==> src/design/qmc_pkg.sv <==
package qmc_pkg;
  // Register indices, one field group per word
  localparam logic [3:0] ADDR_W            = 4'h4;
  localparam logic [3:0] OFF_GAIN_RATIO    = 4'h0;
  localparam logic [3:0] OFF_PHASE_EXT     = 4'h1;
  localparam logic [3:0] OFF_I_TRIM        = 4'h2;
  localparam logic [3:0] OFF_Q_TRIM        = 4'h3;
  localparam logic [3:0] OFF_CONTROL       = 4'h4;
  localparam logic [3:0] OFF_BIAS          = 4'h5;
  localparam logic [3:0] OFF_FINE_GAIN     = 4'h6;
  localparam logic [3:0] OFF_THERMO        = 4'h7;
  localparam logic [3:0] OFF_GAIN_FINE_RO  = 4'h8;
  localparam logic [3:0] OFF_GAIN_C1_RO    = 4'h9;
  localparam logic [3:0] OFF_GAIN_C2_RO    = 4'ha;
  localparam logic [3:0] OFF_GAIN_TOTAL    = 4'hb;
  // Control word bit positions and the phase polarity bit
  localparam int CTL_Q_SHUTDOWN   = 0;
  localparam int CTL_SOFT_RESET   = 1;
  localparam int CTL_CORR_DISABLE = 2;
  localparam int CTL_CORR_SYNC    = 3;
  localparam int CTL_THERM_TEST   = 4;
  localparam int PHASE_POL_BIT    = 3;
  // Reset values, limits and coarse weight
  localparam logic [7:0] RST_GAIN_RATIO = 8'h80;
  localparam logic [2:0] RST_PHASE_EXT  = 3'h0;
  localparam logic [7:0] RST_DC_TRIM    = 8'h80;
  localparam logic [3:0] RST_BIAS       = 4'h4;
  localparam logic [3:0] RST_FINE_GAIN  = 4'h0;
  localparam logic [3:0] RST_THERMO     = 4'h7;
  localparam logic [3:0] THERMO_MAX     = 4'h7;
  localparam logic [6:0] RST_GAIN_FINE  = 7'h08;
  localparam logic [7:0] RST_GAIN_C1    = 8'hff;
  localparam logic [6:0] RST_GAIN_C2    = 7'h01;
  localparam logic [7:0] DC_TRIM_MIN    = 8'h01;
  localparam int unsigned COARSE_WEIGHT = 128;

  typedef struct packed {
    logic       q_shutdown;
    logic       corr_disable;
    logic       corr_sync;
    logic       therm_test;
  } qmc_ctl_s;

  typedef struct packed {
    logic [7:0] gain_ratio;
    logic [2:0] phase_ext;
    logic       phase_pol;
    logic [7:0] i_trim;
    logic [7:0] q_trim;
    logic [3:0] bias;
    logic [3:0] fine_gain;
  } qmc_trim_s;
endpackage

==> src/design/qmc_gain_calc.sv <==
`timescale 1ns/1ps
// Reported gain from fine read-out and population of the coarse read-outs
module qmc_gain_calc (
  input  wire logic        sys_clk_in,
  input  wire logic        rst_n_in,
  input  wire logic [6:0]  fine_in,
  input  wire logic [7:0]  coarse1_in,
  input  wire logic [6:0]  coarse2_in,
  output logic      [11:0] gain_out
);
  function automatic logic [3:0] ones8(input logic [7:0] v);
    logic [3:0] n;
    n = 4'h0;
    for (int k = 0; k < 8; k++) begin
      n = n + {3'h0, v[k]};
    end
    return n;
  endfunction

  logic [3:0] pop_total;
  assign pop_total = ones8(coarse1_in) + ones8({1'b0, coarse2_in});

  // Registered so the read path sees a stable figure
  always_ff @(posedge sys_clk_in) begin
    if (!rst_n_in) begin
      gain_out <= 12'h0;
    end else begin
      gain_out <= {5'h0, fine_in} + {1'b0, pop_total, 7'h0}; // RL7
    end
  end

  // The first edge after reset sees the reset-time sum register, so it is skipped
  a_gain_sum: assert property (@(posedge sys_clk_in) disable iff (!rst_n_in) // RL7
    $past(rst_n_in) |-> gain_out == 12'($past(fine_in)) + 12'(qmc_pkg::COARSE_WEIGHT) * 12'(
      $countones($past(coarse1_in)) + $countones($past(coarse2_in))))
    else $error("gain sum mismatch");
endmodule // qmc_gain_calc

==> src/design/qmc_regs.sv <==
// The strobed register port and the register offsets were chosen for this implementation.
`timescale 1ns/1ps
// Contract
// RL1: Writing soft reset one restores every default
// RL2: Q shutdown one powers down Q path
// RL3: Read-only four-bit thermometer, max 0x07, default 0x07
// RL4: Correction disable selects manual fine gain
// RL5: Sync bit gates corrections to tick rise
// RL6: I and Q trims, 0x80 zero default
// RL7: Gain equals fine plus 128 times popcount
// RL8: Polarity bit one means positive phase extension
// RL9: Eight-bit gain ratio drives I/Q gain difference
// RL10: Three-bit phase extension widens phase range
// RL11: Software keeps thermometer test select zero
// RL12: Manual fine gain steps about 0.1 dB
// RL13: Soft reset bit clears itself
module qmc_regs (
  input  wire logic               sys_clk_in,
  input  wire logic               rst_n_in,
  input  wire logic [3:0]         reg_addr_in,
  input  wire logic [7:0]         reg_wdata_in,
  input  wire logic               reg_wr_in,
  input  wire logic               reg_rd_in,
  output logic      [11:0]        reg_rdata_out,
  input  wire logic               tick_pin_in,
  input  wire logic [3:0]         die_thermo_in,
  input  wire logic [3:0]         auto_gain_in,
  input  wire logic [6:0]         dac_fine_in,
  input  wire logic [7:0]         dac_coarse1_in,
  input  wire logic [6:0]         dac_coarse2_in,
  output qmc_pkg::qmc_trim_s      trim_out,
  output qmc_pkg::qmc_ctl_s       ctl_out,
  output logic                    q_path_on_out,
  output logic [3:0]              gain_trim_out,
  output logic signed [3:0]       phase_ext_signed_out
);
  qmc_pkg::qmc_trim_s trim_reg;
  qmc_pkg::qmc_ctl_s  ctl_reg;
  logic               soft_rst_reg;
  logic [3:0]         thermo_reg;
  logic [3:0]         applied_gain_reg;
  logic [6:0]         ro_fine_reg;
  logic [7:0]         ro_c1_reg;
  logic [6:0]         ro_c2_reg;
  logic [11:0]        gain_total;
  logic               tick_level;
  logic               tick_rise;
  logic               wr_hit;

  assign wr_hit = reg_wr_in;

  // Tick pin comes from outside the clock domain
  qmc_sync3 u_tick_sync (
    .sys_clk_in (sys_clk_in),
    .rst_n_in   (rst_n_in),
    .async_in   (tick_pin_in),
    .level_out  (tick_level),
    .rise_out   (tick_rise)
  );

  qmc_gain_calc u_gain (
    .sys_clk_in (sys_clk_in),
    .rst_n_in   (rst_n_in),
    .fine_in    (ro_fine_reg),
    .coarse1_in (ro_c1_reg),
    .coarse2_in (ro_c2_reg),
    .gain_out   (gain_total)
  );

  // Soft reset pulse: set by a write of one, gone the next cycle
  always_ff @(posedge sys_clk_in) begin
    if (!rst_n_in) begin
      soft_rst_reg <= 1'b0;
    end else begin
      soft_rst_reg <= wr_hit && reg_addr_in == qmc_pkg::OFF_CONTROL
                      && reg_wdata_in[qmc_pkg::CTL_SOFT_RESET] && !soft_rst_reg; // RL13
    end
  end

  // Writable trims; soft reset wins over a same-cycle write
  always_ff @(posedge sys_clk_in) begin
    if (!rst_n_in || soft_rst_reg) begin // RL1
      trim_reg.gain_ratio <= qmc_pkg::RST_GAIN_RATIO;
      trim_reg.phase_ext  <= qmc_pkg::RST_PHASE_EXT;
      trim_reg.phase_pol  <= 1'b0;
      trim_reg.i_trim     <= qmc_pkg::RST_DC_TRIM; // RL6
      trim_reg.q_trim     <= qmc_pkg::RST_DC_TRIM;
      trim_reg.bias       <= qmc_pkg::RST_BIAS;
      trim_reg.fine_gain  <= qmc_pkg::RST_FINE_GAIN;
    end else if (wr_hit) begin
      case (reg_addr_in)
        qmc_pkg::OFF_GAIN_RATIO: trim_reg.gain_ratio <= reg_wdata_in; // RL9
        qmc_pkg::OFF_PHASE_EXT: begin
          trim_reg.phase_ext <= reg_wdata_in[2:0]; // RL10
          trim_reg.phase_pol <= reg_wdata_in[qmc_pkg::PHASE_POL_BIT];
        end
        // Zero is outside the trim range, so it is ignored
        qmc_pkg::OFF_I_TRIM: begin
          if (reg_wdata_in >= qmc_pkg::DC_TRIM_MIN) begin
            trim_reg.i_trim <= reg_wdata_in; // RL6
          end
        end
        qmc_pkg::OFF_Q_TRIM: begin
          if (reg_wdata_in >= qmc_pkg::DC_TRIM_MIN) begin
            trim_reg.q_trim <= reg_wdata_in; // RL6
          end
        end
        qmc_pkg::OFF_BIAS:      trim_reg.bias <= reg_wdata_in[3:0];
        qmc_pkg::OFF_FINE_GAIN: trim_reg.fine_gain <= reg_wdata_in[3:0];
        default: begin
        end
      endcase
    end
  end

  // Control bits
  always_ff @(posedge sys_clk_in) begin
    if (!rst_n_in || soft_rst_reg) begin // RL1
      ctl_reg.q_shutdown   <= 1'b0; // RL2
      ctl_reg.corr_disable <= 1'b0;
      ctl_reg.corr_sync    <= 1'b1; // RL5
      ctl_reg.therm_test   <= 1'b0;
    end else if (wr_hit && reg_addr_in == qmc_pkg::OFF_CONTROL) begin
      ctl_reg.q_shutdown   <= reg_wdata_in[qmc_pkg::CTL_Q_SHUTDOWN];
      ctl_reg.corr_disable <= reg_wdata_in[qmc_pkg::CTL_CORR_DISABLE];
      ctl_reg.corr_sync    <= reg_wdata_in[qmc_pkg::CTL_CORR_SYNC];
      // Test-only bit; software is expected to leave it zero
      ctl_reg.therm_test   <= reg_wdata_in[qmc_pkg::CTL_THERM_TEST]; // RL11
    end
  end

  // Thermometer sample, clamped to the documented top code
  always_ff @(posedge sys_clk_in) begin
    if (!rst_n_in || soft_rst_reg) begin
      thermo_reg <= qmc_pkg::RST_THERMO; // RL3
    end else begin
      thermo_reg <= (die_thermo_in > qmc_pkg::THERMO_MAX) ?
                    qmc_pkg::THERMO_MAX : die_thermo_in; // RL3
    end
  end

  // Gain correction: manual when disabled, else tick-gated or free running
  always_ff @(posedge sys_clk_in) begin
    if (!rst_n_in || soft_rst_reg) begin
      applied_gain_reg <= qmc_pkg::RST_FINE_GAIN;
    end else if (ctl_reg.corr_disable) begin
      applied_gain_reg <= trim_reg.fine_gain; // RL4 RL12
    end else if (!ctl_reg.corr_sync || tick_rise) begin
      applied_gain_reg <= auto_gain_in; // RL5
    end
  end

  // DAC read-outs are sampled each cycle
  always_ff @(posedge sys_clk_in) begin
    if (!rst_n_in || soft_rst_reg) begin
      ro_fine_reg <= qmc_pkg::RST_GAIN_FINE;
      ro_c1_reg   <= qmc_pkg::RST_GAIN_C1;
      ro_c2_reg   <= qmc_pkg::RST_GAIN_C2;
    end else begin
      ro_fine_reg <= dac_fine_in;
      ro_c1_reg   <= dac_coarse1_in;
      ro_c2_reg   <= dac_coarse2_in;
    end
  end

  // Read data one cycle after the strobe, zero otherwise
  always_ff @(posedge sys_clk_in) begin
    if (!rst_n_in) begin
      reg_rdata_out <= 12'h0;
    end else if (reg_rd_in) begin
      case (reg_addr_in)
        qmc_pkg::OFF_GAIN_RATIO:   reg_rdata_out <= {4'h0, trim_reg.gain_ratio};
        qmc_pkg::OFF_PHASE_EXT:    reg_rdata_out <= {8'h0, trim_reg.phase_pol,
                                                     trim_reg.phase_ext};
        qmc_pkg::OFF_I_TRIM:       reg_rdata_out <= {4'h0, trim_reg.i_trim};
        qmc_pkg::OFF_Q_TRIM:       reg_rdata_out <= {4'h0, trim_reg.q_trim};
        // Soft reset bit always reads zero
        qmc_pkg::OFF_CONTROL:      reg_rdata_out <= {7'h0, ctl_reg.therm_test,
                                     ctl_reg.corr_sync, ctl_reg.corr_disable,
                                     1'b0, ctl_reg.q_shutdown}; // RL13
        qmc_pkg::OFF_BIAS:         reg_rdata_out <= {8'h0, trim_reg.bias};
        qmc_pkg::OFF_FINE_GAIN:    reg_rdata_out <= {8'h0, trim_reg.fine_gain};
        qmc_pkg::OFF_THERMO:       reg_rdata_out <= {8'h0, thermo_reg}; // RL3
        qmc_pkg::OFF_GAIN_FINE_RO: reg_rdata_out <= {5'h0, ro_fine_reg};
        qmc_pkg::OFF_GAIN_C1_RO:   reg_rdata_out <= {4'h0, ro_c1_reg};
        qmc_pkg::OFF_GAIN_C2_RO:   reg_rdata_out <= {5'h0, ro_c2_reg};
        qmc_pkg::OFF_GAIN_TOTAL:   reg_rdata_out <= gain_total; // RL7
        default:                   reg_rdata_out <= 12'h0;
      endcase
    end else begin
      reg_rdata_out <= 12'h0;
    end
  end

  // Analog-facing outputs
  assign trim_out      = trim_reg;
  assign ctl_out       = ctl_reg;
  assign q_path_on_out = !ctl_reg.q_shutdown; // RL2
  assign gain_trim_out = applied_gain_reg;
  // Sign-magnitude to two's complement; polarity one is positive
  assign phase_ext_signed_out = trim_reg.phase_pol ?
    $signed({1'b0, trim_reg.phase_ext}) : -$signed({1'b0, trim_reg.phase_ext}); // RL8

  a_soft_reset_defaults: assert property (@(posedge sys_clk_in) disable iff (!rst_n_in) // RL1
    soft_rst_reg |=> trim_reg.i_trim == qmc_pkg::RST_DC_TRIM && ctl_reg.corr_sync
      && trim_reg.gain_ratio == qmc_pkg::RST_GAIN_RATIO && !ctl_reg.q_shutdown)
    else $error("soft reset left a field changed");

  a_soft_reset_self: assert property (@(posedge sys_clk_in) disable iff (!rst_n_in) // RL13
    soft_rst_reg |=> !soft_rst_reg)
    else $error("soft reset did not clear");

  a_q_path_off: assert property (@(posedge sys_clk_in) disable iff (!rst_n_in) // RL2
    (wr_hit && reg_addr_in == qmc_pkg::OFF_CONTROL && !soft_rst_reg
      && reg_wdata_in[qmc_pkg::CTL_Q_SHUTDOWN]) |=> !q_path_on_out)
    else $error("q path still on");

  a_thermo_range: assert property (@(posedge sys_clk_in) disable iff (!rst_n_in) // RL3
    thermo_reg <= qmc_pkg::THERMO_MAX)
    else $error("thermometer above top code");

  a_manual_gain: assert property (@(posedge sys_clk_in) disable iff (!rst_n_in) // RL4
    (ctl_reg.corr_disable && !soft_rst_reg) |=> gain_trim_out == $past(trim_reg.fine_gain))
    else $error("manual gain not applied");

  a_sync_hold: assert property (@(posedge sys_clk_in) disable iff (!rst_n_in) // RL5
    (!ctl_reg.corr_disable && ctl_reg.corr_sync && !tick_rise && !soft_rst_reg)
      |=> $stable(gain_trim_out))
    else $error("gain moved without tick");

  a_trim_nonzero: assert property (@(posedge sys_clk_in) disable iff (!rst_n_in) // RL6
    trim_reg.i_trim != 8'h00 && trim_reg.q_trim != 8'h00)
    else $error("trim left valid range");

  a_phase_sign: assert property (@(posedge sys_clk_in) disable iff (!rst_n_in) // RL8
    (trim_reg.phase_pol && trim_reg.phase_ext != 3'h0) |-> phase_ext_signed_out > 0)
    else $error("phase sign wrong");

  a_ratio_write: assert property (@(posedge sys_clk_in) disable iff (!rst_n_in) // RL9
    (wr_hit && reg_addr_in == qmc_pkg::OFF_GAIN_RATIO && !soft_rst_reg)
      |=> trim_out.gain_ratio == $past(reg_wdata_in))
    else $error("gain ratio not stored");

  a_read_idle: assert property (@(posedge sys_clk_in) disable iff (!rst_n_in)
    (!reg_rd_in ##1 1'b1) |-> reg_rdata_out == 12'h0)
    else $error("read data without strobe");

  // Field stores; a write in the soft reset cycle is lost on purpose
  a_phase_write: assert property (@(posedge sys_clk_in) disable iff (!rst_n_in) // RL10
    (wr_hit && reg_addr_in == qmc_pkg::OFF_PHASE_EXT && !soft_rst_reg)
      |=> trim_out.phase_ext == $past(reg_wdata_in[2:0]))
    else $error("phase extension not stored");

  a_phase_pol_write: assert property (@(posedge sys_clk_in) disable iff (!rst_n_in) // RL8
    (wr_hit && reg_addr_in == qmc_pkg::OFF_PHASE_EXT && !soft_rst_reg)
      |=> trim_out.phase_pol == $past(reg_wdata_in[qmc_pkg::PHASE_POL_BIT]))
    else $error("phase polarity not stored");

  a_phase_negative: assert property (@(posedge sys_clk_in) disable iff (!rst_n_in) // RL8
    (!trim_reg.phase_pol && trim_reg.phase_ext != 3'h0) |-> phase_ext_signed_out < 0)
    else $error("negative phase sign wrong");

  a_phase_zero: assert property (@(posedge sys_clk_in) disable iff (!rst_n_in) // RL10
    (trim_reg.phase_ext == 3'h0) |-> phase_ext_signed_out == 4'sh0)
    else $error("zero phase extension not zero");

  a_i_trim_write: assert property (@(posedge sys_clk_in) disable iff (!rst_n_in) // RL6
    (wr_hit && reg_addr_in == qmc_pkg::OFF_I_TRIM && reg_wdata_in != 8'h00 && !soft_rst_reg)
      |=> trim_reg.i_trim == $past(reg_wdata_in))
    else $error("i trim not stored");

  a_q_trim_write: assert property (@(posedge sys_clk_in) disable iff (!rst_n_in) // RL6
    (wr_hit && reg_addr_in == qmc_pkg::OFF_Q_TRIM && reg_wdata_in != 8'h00 && !soft_rst_reg)
      |=> trim_reg.q_trim == $past(reg_wdata_in))
    else $error("q trim not stored");

  a_i_trim_refuse: assert property (@(posedge sys_clk_in) disable iff (!rst_n_in) // RL6
    (wr_hit && reg_addr_in == qmc_pkg::OFF_I_TRIM && reg_wdata_in == 8'h00 && !soft_rst_reg)
      |=> $stable(trim_reg.i_trim))
    else $error("i trim took zero");

  a_q_trim_refuse: assert property (@(posedge sys_clk_in) disable iff (!rst_n_in) // RL6
    (wr_hit && reg_addr_in == qmc_pkg::OFF_Q_TRIM && reg_wdata_in == 8'h00 && !soft_rst_reg)
      |=> $stable(trim_reg.q_trim))
    else $error("q trim took zero");

  a_fine_gain_write: assert property (@(posedge sys_clk_in) disable iff (!rst_n_in) // RL12
    (wr_hit && reg_addr_in == qmc_pkg::OFF_FINE_GAIN && !soft_rst_reg)
      |=> trim_reg.fine_gain == $past(reg_wdata_in[3:0]))
    else $error("fine gain not stored");

  // Control word behaviour
  a_q_path_on: assert property (@(posedge sys_clk_in) disable iff (!rst_n_in) // RL2
    (wr_hit && reg_addr_in == qmc_pkg::OFF_CONTROL && !soft_rst_reg
      && !reg_wdata_in[qmc_pkg::CTL_Q_SHUTDOWN]) |=> q_path_on_out)
    else $error("q path still off");

  a_soft_reset_take: assert property (@(posedge sys_clk_in) disable iff (!rst_n_in) // RL13
    (wr_hit && reg_addr_in == qmc_pkg::OFF_CONTROL && !soft_rst_reg
      && reg_wdata_in[qmc_pkg::CTL_SOFT_RESET]) |=> soft_rst_reg)
    else $error("soft reset not taken");

  a_soft_reset_rest: assert property (@(posedge sys_clk_in) disable iff (!rst_n_in) // RL1
    soft_rst_reg |=> !ctl_reg.corr_disable && !ctl_reg.therm_test && !trim_reg.phase_pol
      && trim_reg.bias == qmc_pkg::RST_BIAS && trim_reg.fine_gain == qmc_pkg::RST_FINE_GAIN
      && trim_reg.phase_ext == qmc_pkg::RST_PHASE_EXT && trim_reg.q_trim == qmc_pkg::RST_DC_TRIM)
    else $error("soft reset left a field changed");

  a_ctl_read_zero: assert property (@(posedge sys_clk_in) disable iff (!rst_n_in) // RL13
    (reg_rd_in && reg_addr_in == qmc_pkg::OFF_CONTROL) |=> !reg_rdata_out[qmc_pkg::CTL_SOFT_RESET])
    else $error("soft reset bit read as one");

  // Thermometer, gain correction and gain total read paths
  a_thermo_follow: assert property (@(posedge sys_clk_in) disable iff (!rst_n_in) // RL3
    (die_thermo_in <= qmc_pkg::THERMO_MAX && !soft_rst_reg)
      |=> thermo_reg == $past(die_thermo_in))
    else $error("thermometer did not follow");

  a_thermo_clamp: assert property (@(posedge sys_clk_in) disable iff (!rst_n_in) // RL3
    (die_thermo_in > qmc_pkg::THERMO_MAX && !soft_rst_reg)
      |=> thermo_reg == qmc_pkg::THERMO_MAX)
    else $error("thermometer not clamped");

  a_free_update: assert property (@(posedge sys_clk_in) disable iff (!rst_n_in) // RL5
    (!ctl_reg.corr_disable && !ctl_reg.corr_sync && !soft_rst_reg)
      |=> gain_trim_out == $past(auto_gain_in))
    else $error("free correction not applied");

  a_tick_update: assert property (@(posedge sys_clk_in) disable iff (!rst_n_in) // RL5
    (!ctl_reg.corr_disable && ctl_reg.corr_sync && tick_rise && !soft_rst_reg)
      |=> gain_trim_out == $past(auto_gain_in))
    else $error("tick correction not applied");

  a_total_read: assert property (@(posedge sys_clk_in) disable iff (!rst_n_in) // RL7
    (reg_rd_in && reg_addr_in == qmc_pkg::OFF_GAIN_TOTAL) |=> reg_rdata_out == $past(gain_total))
    else $error("gain total read wrong");
endmodule // qmc_regs

==> src/design/qmc_sync3.sv <==
`timescale 1ns/1ps
// Three-stage synchroniser; a change counts once stages two and three agree
module qmc_sync3 (
  input  wire logic sys_clk_in,
  input  wire logic rst_n_in,
  input  wire logic async_in,
  output logic      level_out,
  output logic      rise_out
);
  logic [2:0] sync_reg;
  logic       level_reg;

  // Stage one is read only by stage two
  always_ff @(posedge sys_clk_in) begin
    if (!rst_n_in) begin
      sync_reg  <= 3'h0;
      level_reg <= 1'b0;
    end else begin
      sync_reg <= {sync_reg[1:0], async_in};
      if (sync_reg[1] == sync_reg[2]) begin
        level_reg <= sync_reg[2];
      end
    end
  end

  assign level_out = level_reg;
  assign rise_out  = (sync_reg[1] == sync_reg[2]) && sync_reg[2] && !level_reg;
endmodule // qmc_sync3

==> config.mk <==
export PLATFORM = sky130hd
export DESIGN_NAME = qmc_regs
export DESIGN_NICKNAME = d
export VERILOG_FILES = /design/src/design/qmc_pkg.sv /design/src/design/qmc_gain_calc.sv /design/src/design/qmc_regs.sv /design/src/design/qmc_sync3.sv
export SDC_FILE = /design/constraint.sdc
export NUM_CORES = 1
export LEC_CHECK = 0
export BUFFER_PORTS_ARGS = -buffer_cell sky130_fd_sc_hd__buf_2
export CAP_MARGIN = 20
export CORE_MARGIN = 2
export CORE_UTILIZATION = 47
export CTS_BUF_LIST = sky130_fd_sc_hd__clkbuf_8 sky130_fd_sc_hd__clkbuf_16
export CTS_CLUSTER_DIAMETER = 150
export CTS_CLUSTER_SIZE = 24
export DETAILED_ROUTE_END_ITERATION = 12
export PLACE_DENSITY = 0.81
export SETUP_SLACK_MARGIN = 0.2
export SLEW_MARGIN = 20
export SYNTH_ARGS = -nofsm -noshare
export SYNTH_HDL_FRONTEND = slang
export SYNTH_SLANG_ARGS = --single-unit
==> constraint.sdc <==
create_clock -name sys_clk_in -period 4.55 [get_ports sys_clk_in]
set_input_delay 0.455 -clock sys_clk_in [delete_from_list [all_inputs] [get_ports sys_clk_in]]
set_output_delay 0.455 -clock sys_clk_in [all_outputs]
set_load 0.02 [all_outputs]
==> impl_metrics.prom, run 1 <==
# TYPE chip_impl_metric gauge
chip_impl_metric{name="number_of_antenna_violations_at_the_first_check_in_global_routing",unit=""} 1
chip_impl_metric{name="layout-area-overhead-vs-synth",unit="%"} 16.8
chip_impl_metric{name="synth.lib_cells_used.distinct",unit=""} 54
chip_impl_metric{name="post_route_cells_drive_above_1_share",unit=""} 0.273
chip_impl_metric{name="grt_use_met2",unit=""} 0.350
chip_impl_metric{name="detailed_place_hpwl",unit="mm"} 7.86
chip_impl_info{name="result_of_the_run",value="completed"} 1
chip_impl_metric{name="setup_slack",unit="ps"} 824
chip_impl_info{name="worst_r2r_endpoint",value="u_gain.gain_out[10]"} 1
chip_impl_metric{name="num-nets-final",unit=""} 579
chip_impl_info{name="cell_by_cell_listing_of_the_critical_path",value="ha_1, inv_1, fa_1, fa_1, fa_1, fa_1, inv_1, fa_1, a21o_1, a21oi_1, xnor2_1, and2_1"} 1
chip_impl_info{name="worst_setup_path_startpoint",value="ro_c2_reg[0]"} 1
chip_impl_metric{name="crit_fanout",unit=""} 2
chip_impl_info{name="grt.busiest_layer",value="met2"} 1
chip_impl_metric{name="syn_avg_cell_area",unit="um2"} 10.2
chip_impl_metric{name="antenna_left",unit=""} 0
chip_impl_metric{name="cts-htree-levels",unit=""} 3
chip_impl_metric{name="synth_sequential_area_ratio",unit=""} 0.449
chip_impl_metric{name="largest_register_ff_count",unit=""} 36
chip_impl_metric{name="max-slew-margin-rel",unit=""} 0.476
chip_impl_metric{name="maxCapViolations",unit=""} 0
chip_impl_metric{name="port_buffers",unit=""} 106
chip_impl_metric{name="grt_pass1_wl",unit="mm"} 16.9
chip_impl_metric{name="clock-sinks",unit=""} 97
chip_impl_metric{name="detailroute.via_count",unit=""} 3443
chip_impl_metric{name="worst_skew_pair.late_latency",unit="ps"} 370
chip_impl_metric{name="drv_slew",unit=""} 0
chip_impl_metric{name="worst-endpoint-arrival",unit="ps"} 3990
chip_impl_metric{name="post_synthesis_instance_area",unit="mm2"} 0.00432
chip_impl_metric{name="required_time_of_the_critical_path",unit="ps"} 4810
chip_impl_metric{name="grt_pass1_vias",unit=""} 3332
chip_impl_metric{name="hold_depth",unit=""} 2
chip_impl_metric{name="grt_max_degree",unit=""} 40
chip_impl_metric{name="setup_total_negative_slack",unit="ps"} 0
chip_impl_info{name="synth_top_cells_by_area",value="dfxtp_1 45%, mux2i_1 12%, fa_1 4.6%"} 1
chip_impl_metric{name="route.detailed.wl_per_inst",unit="um"} 17.1
chip_impl_metric{name="setup_viol_count_final",unit=""} 0
chip_impl_metric{name="synthesis.instances",unit=""} 423
chip_impl_metric{name="number_of_gates_resized_after_cts",unit=""} 0
chip_impl_metric{name="worst_case_clock_skew",unit="ps"} 11.7
chip_impl_info{name="regToRegStartpoint",value="ro_c2_reg[0]"} 1
chip_impl_info{name="setup.worst_path.end_class",value="flop"} 1
chip_impl_metric{name="synth_edf_count",unit=""} 0
chip_impl_metric{name="detailed_place.area",unit="mm2"} 0.00485
chip_impl_info{name="synth_largest_area_cell",value="dfxtp_1"} 1
chip_impl_metric{name="cts_max_path_buffers",unit=""} 2
chip_impl_info{name="clockRootBuffer",value="clkbuf_8"} 1
chip_impl_metric{name="cts_setup_buffers",unit=""} 0
chip_impl_metric{name="tritoncts.num_buffers",unit=""} 9
chip_impl_metric{name="cts_hold_repair.buffers",unit=""} 0
chip_impl_metric{name="die_y",unit="um"} 99.9
chip_impl_metric{name="initial_core_util",unit=""} 0.491
chip_impl_metric{name="detail_route.wirelength",unit="mm"} 10.7
chip_impl_info{name="holdPathEnd",value="thermo_reg[2]"} 1
chip_impl_metric{name="design.die.area",unit="mm2"} 0.00998
chip_impl_metric{name="max_freq",unit="MHz"} 268
chip_impl_info{name="critPathSlowestCell",value="fa_1"} 1
chip_impl_metric{name="antenna-diode-count",unit=""} 0
chip_impl_metric{name="ioPinCount",unit=""} 108
chip_impl_metric{name="async_set_reset_flop_share_out_of_synthesis",unit=""} 0
chip_impl_info{name="critical-path-top-delay-family",value="adder cells"} 1
chip_impl_metric{name="grt_overflow",unit=""} 0
chip_impl_metric{name="firstDrtPassIters",unit=""} 5
chip_impl_metric{name="row_count",unit=""} 34
chip_impl_info{name="cpMostUsedCell",value="fa_1"} 1
chip_impl_metric{name="gp_routability_congestion",unit=""} 0.865
chip_impl_metric{name="stdcell_area",unit="mm2"} 0.00505
chip_impl_metric{name="post-place-ws",unit="ps"} 819
chip_impl_info{name="setup.worst_path.class",value="reg2reg"} 1
chip_impl_info{name="critPathLaunchType",value="flop"} 1
chip_impl_metric{name="regToRegSetupSlack",unit="ps"} 820
chip_impl_metric{name="ys_ff_latch",unit=""} 97
chip_impl_info{name="synth-main-ff-cell",value="dfxtp_1"} 1
chip_impl_info{name="timing.hold.worst.start",value="die_thermo_in[2]"} 1
chip_impl_metric{name="drtIter0Drc",unit=""} 255
chip_impl_info{name="rsz0062_at_grt",value="no"} 1
chip_impl_metric{name="yosys_warnings",unit=""} 0
chip_impl_metric{name="drc",unit=""} 0
chip_impl_metric{name="leakage",unit="uW"} 0.00235
chip_impl_info{name="holdCritPathClass",value="in2reg"} 1
chip_impl_metric{name="cp_slowest_stage_delay",unit="ps"} 540
chip_impl_metric{name="worstPathBufferInverterCount",unit=""} 2
chip_impl_metric{name="ir_worst_vdd",unit="V"} 0.000193
chip_impl_metric{name="groute.usage.overall",unit=""} 0.218
chip_impl_metric{name="worst_setup_hold_path_clk_slew",unit="ps"} 100
chip_impl_metric{name="drt-vias-per-instance",unit=""} 5.51
chip_impl_metric{name="critical_path_depth",unit=""} 12
chip_impl_metric{name="tightest_slew",unit="ps"} 783
chip_impl_metric{name="grtUsageMet1",unit=""} 0.281
chip_impl_metric{name="coreArea",unit="mm2"} 0.00881
chip_impl_metric{name="p_per_area",unit="mW/mm2"} 353
chip_impl_metric{name="post-synth-top-area-fraction",unit=""} 0.449
chip_impl_metric{name="ff2ff_path_depth",unit=""} 12
chip_impl_metric{name="dieWidth",unit="um"} 99.9
chip_impl_metric{name="finalHoldViolCount",unit=""} 0
chip_impl_metric{name="final_critical_path_time_including_i_o_delays_and_setup",unit="ps"} 3730
chip_impl_metric{name="share_of_the_clock_period_used_by_the_worst_path_after_layout",unit=""} 0.819
chip_impl_metric{name="grt.met3_usage",unit=""} 0.0508
chip_impl_info{name="tritoncts",value="yes"} 1
chip_impl_metric{name="nFillCells",unit=""} 750
cell families (layout without fill, tap and decap cells):
group,count (synthesis),after routing,synth area share
fa+ha+maj,19,19,0.0724
compound gates,50,50,0.0907
flops,97,97,0.449
mux,64,64,0.155
xor+xnor,3,3,0.00608
simple gates,138,138,0.172
buf+inv,51,144,0.0536
other cells,1,2,0.000868
cell usage after synthesis (2+ instances only):
cell type	n
or3_1	4
a22o_1	3
clkbuf_1	16
fa_1	10
a32oi_1	3
mux2_2	12
nor2b_1	9
buf_2	9
or4_4	2
a31oi_1	3
a21oi_1	10
xnor2_1	2
buf_4	3
nand2_1	10
a211oi_1	5
a221oi_1	4
nor2_2	2
o21ai_0	3
dfxtp_1	97
a31o_1	2
nand3b_1	2
nand2b_1	12
and3_1	6
nand3_1	10
nor2_1	43
and2_1	31
a22oi_1	4
o32a_1	2
inv_1	21
mux2i_1	51
ha_1	9
worst max path at each step:
| stage | to | slack, ps |
|---|---|---|
| 6_report | u_gain.gain_out[10] | 820 |
| 3_5_place_dp | u_gain.gain_out[10] | 820 |
| 2_1_floorplan | u_gain.gain_out[10] | 1000 |
| 4_1_cts | u_gain.gain_out[10] | 800 |
| 5_1_grt | u_gain.gain_out[10] | 640 |
| 3_3_place_gp | u_gain.gain_out[10] | 940 |
per-layer routing:
| metal | share of wire | vias up |
|---|---|---|
| li1 | - | 1627 |
| met1 | 0.44 | 1638 |
| met2 | 0.46 | 150 |
| met3 | 0.075 | 26 |
| met4 | 0.024 | 2 |
| met5 | 0.0010 | - |
layout make-up:
| class | count | area [um2] | area share |
|---|---|---|---|
| clock buffer | 10 | 138 | 0.0273 |
| clock inverter | 5 | 56.3 | 0.0112 |
| inverter | 21 | 78.8 | 0.0156 |
| multi-input combinational | 276 | 2150 | 0.426 |
| sequential | 97 | 1940 | 0.385 |
| tap | 108 | 135 | 0.0268 |
| timing repair buffer | 108 | 546 | 0.108 |
power breakdown:
part	total, uW	internal, uW	switching, uW
sequential	909	888	20.9
clock	558	265	293
combinational	313	145	168
total	1780	1300	482
placed cells by master, fill, tap and decap left out, types with 3 or more instances in the layout:
cell type,instances
a211oi_1,5
a21oi_1,10
a221oi_1,4
a22o_1,3
a22oi_1,4
a31oi_1,3
a32oi_1,3
and2_1,31
and3_1,6
buf_2,106
clkbuf_8,10
dfxtp_1,97
fa_1,10
ha_1,9
inv_1,21
mux2_2,12
mux2i_1,51
nand2_1,10
nand2b_1,12
nand3_1,10
nor2_1,43
nor2b_1,9
o21ai_0,3
or3_1,4
through the flow:
step | total power, uW | std cells | util | hold slack (ps)
3_3_place_gp | 1220 | 610 | 0.551 | 417
2_1_floorplan | 1150 | 424 | - | 406
6_report | 1780 | 625 | 0.573 | 256
4_1_cts | 1790 | 625 | 0.573 | 248
3_5_place_dp | 1240 | 610 | 0.551 | 419
5_1_grt | 1870 | 625 | 0.573 | 257
No activity file was read; power rests on OpenSTA's default activity.
==> run 2: changes to the inputs <==
Settings changed: PLACE_DENSITY 0.81 to 0.84.
Clock period 4.55 ns to 3.4 ns, I/O delays scaled along.
==> run 2 against run 1 <==
  * The run now ends with negative setup slack left
  * Worst hold slack got worse by 95 ps
  * Non-clock buffer count rose by 2
  * Routed wire length fell by 1.3%
  * First-iteration DRC count rose by 6.3%
  * Setup slack got worse by 1100 ps
  * Critical endpoint unchanged
  * Largest power group unchanged
  * Highest routed layer is now met4
==> impl_metrics.prom, run 2 (synthesis results as in run 1) <==
# TYPE chip_impl_metric gauge
chip_impl_info{name="result_of_the_run",value="finished with violations"} 1
chip_impl_info{name="failed_checks",value="negative setup slack"} 1
chip_impl_metric{name="p_per_area",unit="mW/mm2"} 463
chip_impl_metric{name="firstDrtPassIters",unit=""} 4
chip_impl_metric{name="detailed_place_hpwl",unit="mm"} 7.74
chip_impl_metric{name="groute.usage.overall",unit=""} 0.217
chip_impl_info{name="holdCritPathClass",value="in2reg"} 1
chip_impl_metric{name="coreArea",unit="mm2"} 0.00881
chip_impl_metric{name="worst_setup_hold_path_clk_slew",unit="ps"} 80
chip_impl_metric{name="drt-vias-per-instance",unit=""} 5.42
chip_impl_metric{name="drv_slew",unit=""} 0
chip_impl_metric{name="tritoncts.num_buffers",unit=""} 9
chip_impl_info{name="critPathLaunchType",value="flop"} 1
chip_impl_metric{name="route.detailed.wl_per_inst",unit="um"} 16.9
chip_impl_metric{name="cts_setup_buffers",unit=""} 0
chip_impl_info{name="clockRootBuffer",value="clkbuf_8"} 1
chip_impl_metric{name="antenna_left",unit=""} 0
chip_impl_metric{name="leakage",unit="uW"} 0.00234
chip_impl_info{name="timing.hold.worst.start",value="dac_coarse1_in[0]"} 1
chip_impl_metric{name="worst-endpoint-arrival",unit="ps"} 3910
chip_impl_metric{name="grt_overflow",unit=""} 0
chip_impl_metric{name="setup_viol_count_final",unit=""} 3
chip_impl_metric{name="gp_routability_congestion",unit=""} 0.877
chip_impl_metric{name="cts_max_path_buffers",unit=""} 2
chip_impl_metric{name="cts-htree-levels",unit=""} 3
chip_impl_metric{name="hold-worst-slack",unit="ps"} 161
chip_impl_info{name="tritoncts",value="yes"} 1
chip_impl_metric{name="share_of_the_clock_period_used_by_the_worst_path_after_layout",unit=""} 1.07
chip_impl_metric{name="row_count",unit=""} 34
chip_impl_metric{name="number_of_antenna_violations_at_the_first_check_in_global_routing",unit=""} 0
chip_impl_metric{name="grt_pass1_vias",unit=""} 3352
chip_impl_metric{name="max_freq",unit="MHz"} 274
chip_impl_metric{name="ioPinCount",unit=""} 108
chip_impl_info{name="rsz0062_at_grt",value="yes"} 1
chip_impl_metric{name="grt_max_degree",unit=""} 38
chip_impl_metric{name="finalHoldViolCount",unit=""} 0
chip_impl_metric{name="detail_route.wirelength",unit="mm"} 10.5
chip_impl_metric{name="grt_pass1_wl",unit="mm"} 16.9
chip_impl_info{name="final_common_cell",value="buf_2"} 1
chip_impl_metric{name="required_time_of_the_critical_path",unit="ps"} 3660
chip_impl_metric{name="dieWidth",unit="um"} 99.9
chip_impl_metric{name="layoutNonFillerInstCount",unit=""} 623
chip_impl_metric{name="die_y",unit="um"} 99.9
chip_impl_metric{name="antenna-diode-count",unit=""} 0
chip_impl_metric{name="port_buffers",unit=""} 106
chip_impl_metric{name="max-slew-margin-rel",unit=""} 0.482
chip_impl_metric{name="post_route_cells_drive_above_1_share",unit=""} 0.295
chip_impl_info{name="setup.worst_path.end_class",value="flop"} 1
chip_impl_metric{name="setup_slack",unit="ps"} -249
chip_impl_metric{name="design.die.area",unit="mm2"} 0.00998
chip_impl_metric{name="tightest_slew",unit="ps"} 777
chip_impl_metric{name="maxCapViolations",unit=""} 0
chip_impl_metric{name="num-nets-final",unit=""} 581
chip_impl_metric{name="worst_case_clock_skew",unit="ps"} 9.49
chip_impl_metric{name="layout-area-overhead-vs-synth",unit="%"} 17.3
chip_impl_metric{name="detailroute.via_count",unit=""} 3374
chip_impl_metric{name="drc",unit=""} 0
chip_impl_info{name="most-common-layout-cells",value="106 x buf_2, 93 x dfxtp_1, 51 x mux2i_1, 43 x nor2_1, 31 x and2_1"} 1
chip_impl_metric{name="drtIter0Drc",unit=""} 271
chip_impl_metric{name="largest_register_ff_count",unit=""} 36
chip_impl_metric{name="worst_skew_pair.late_latency",unit="ps"} 360
chip_impl_metric{name="crit_fanout",unit=""} 2
chip_impl_metric{name="initial_core_util",unit=""} 0.491
chip_impl_metric{name="placedCellCount",unit=""} 612
chip_impl_metric{name="post-layout-total-power",unit="uW"} 2350
chip_impl_metric{name="final_critical_path_time_including_i_o_delays_and_setup",unit="ps"} 3650
chip_impl_info{name="regToRegStartpoint",value="ro_c1_reg[0]"} 1
chip_impl_metric{name="ir_worst_vdd",unit="V"} 0.000213
chip_impl_info{name="setup.worst_path.class",value="reg2reg"} 1
chip_impl_metric{name="clock-sinks",unit=""} 97
chip_impl_metric{name="nFillCells",unit=""} 755
chip_impl_info{name="worst_setup_path_startpoint",value="ro_c1_reg[0]"} 1
-- run 2: critical path, cell delays in order, from the launching register on --
cell and delay, ps:
dfxtp_2 350, ha_4 260, inv_2 30, fa_1 460
fa_1 530, fa_1 430, fa_1 510, inv_2 40
fa_2 370, a21o_1 200, a21oi_2 140, xnor2_1 90
and2_1 150
-- run 2: timing repair --
item / in CTS / in global routing
endpoints found under the setup margin: 4 / 4
gates resized for setup: 7 / 1
hold buffers: 0 / 0
gates cloned: 0 / 0
pin swaps: 5 / 5
-- run 2: final cells by class --
type	count	area (um2)	share of cell area
timing repair buffer	110	561	0.111
clock buffer	9	124	0.0244
inverter	21	78.8	0.0156
multi-input combinational	276	2190	0.432
tap	108	135	0.0267
clock inverter	2	35.0	0.00691
sequential	97	1950	0.384
-- run 2: where the power goes --
group	total, uW	switching (uW)	leakage, uW	internal [uW]
Sequential	1220	26.9	0.000793	1190
Combinational	456	242	0.00146	213
Clock	676	357	0.0000828	319
-- run 2: worst paths after layout --
check	endpoint	slack, ps	depth (start not counted)
hold / removal	ro_c1_reg[0]	160	2
setup / recovery	u_gain.gain_out[10]	-250	12
hold reg to reg	u_tick_sync.sync_reg[1]	440	1
setup reg to reg	u_gain.gain_out[10]	-250	12
-- run 2: through the flow --
step           TNS [ps]  setup slack (ps)   util  cell area (um2)
2_1_floorplan      -237             -97.3      -             4330
3_3_place_gp       -397              -145  0.554             4880
3_5_place_dp       -649              -236  0.554             4880
4_1_cts            -631              -236  0.575             5060
5_1_grt           -1070              -387  0.575             5070
6_report           -632              -249  0.575             5070
-- run 2: metal layers --
metal,vias up,share of wire,GRT usage,wire (um)
li1,1622,-,-,-
met1,1599,0.44,0.291,4620
met2,137,0.47,0.349,4940
met3,16,0.078,0.0550,825
met4,0,0.015,0.0643,153
met5,-,0,0,0
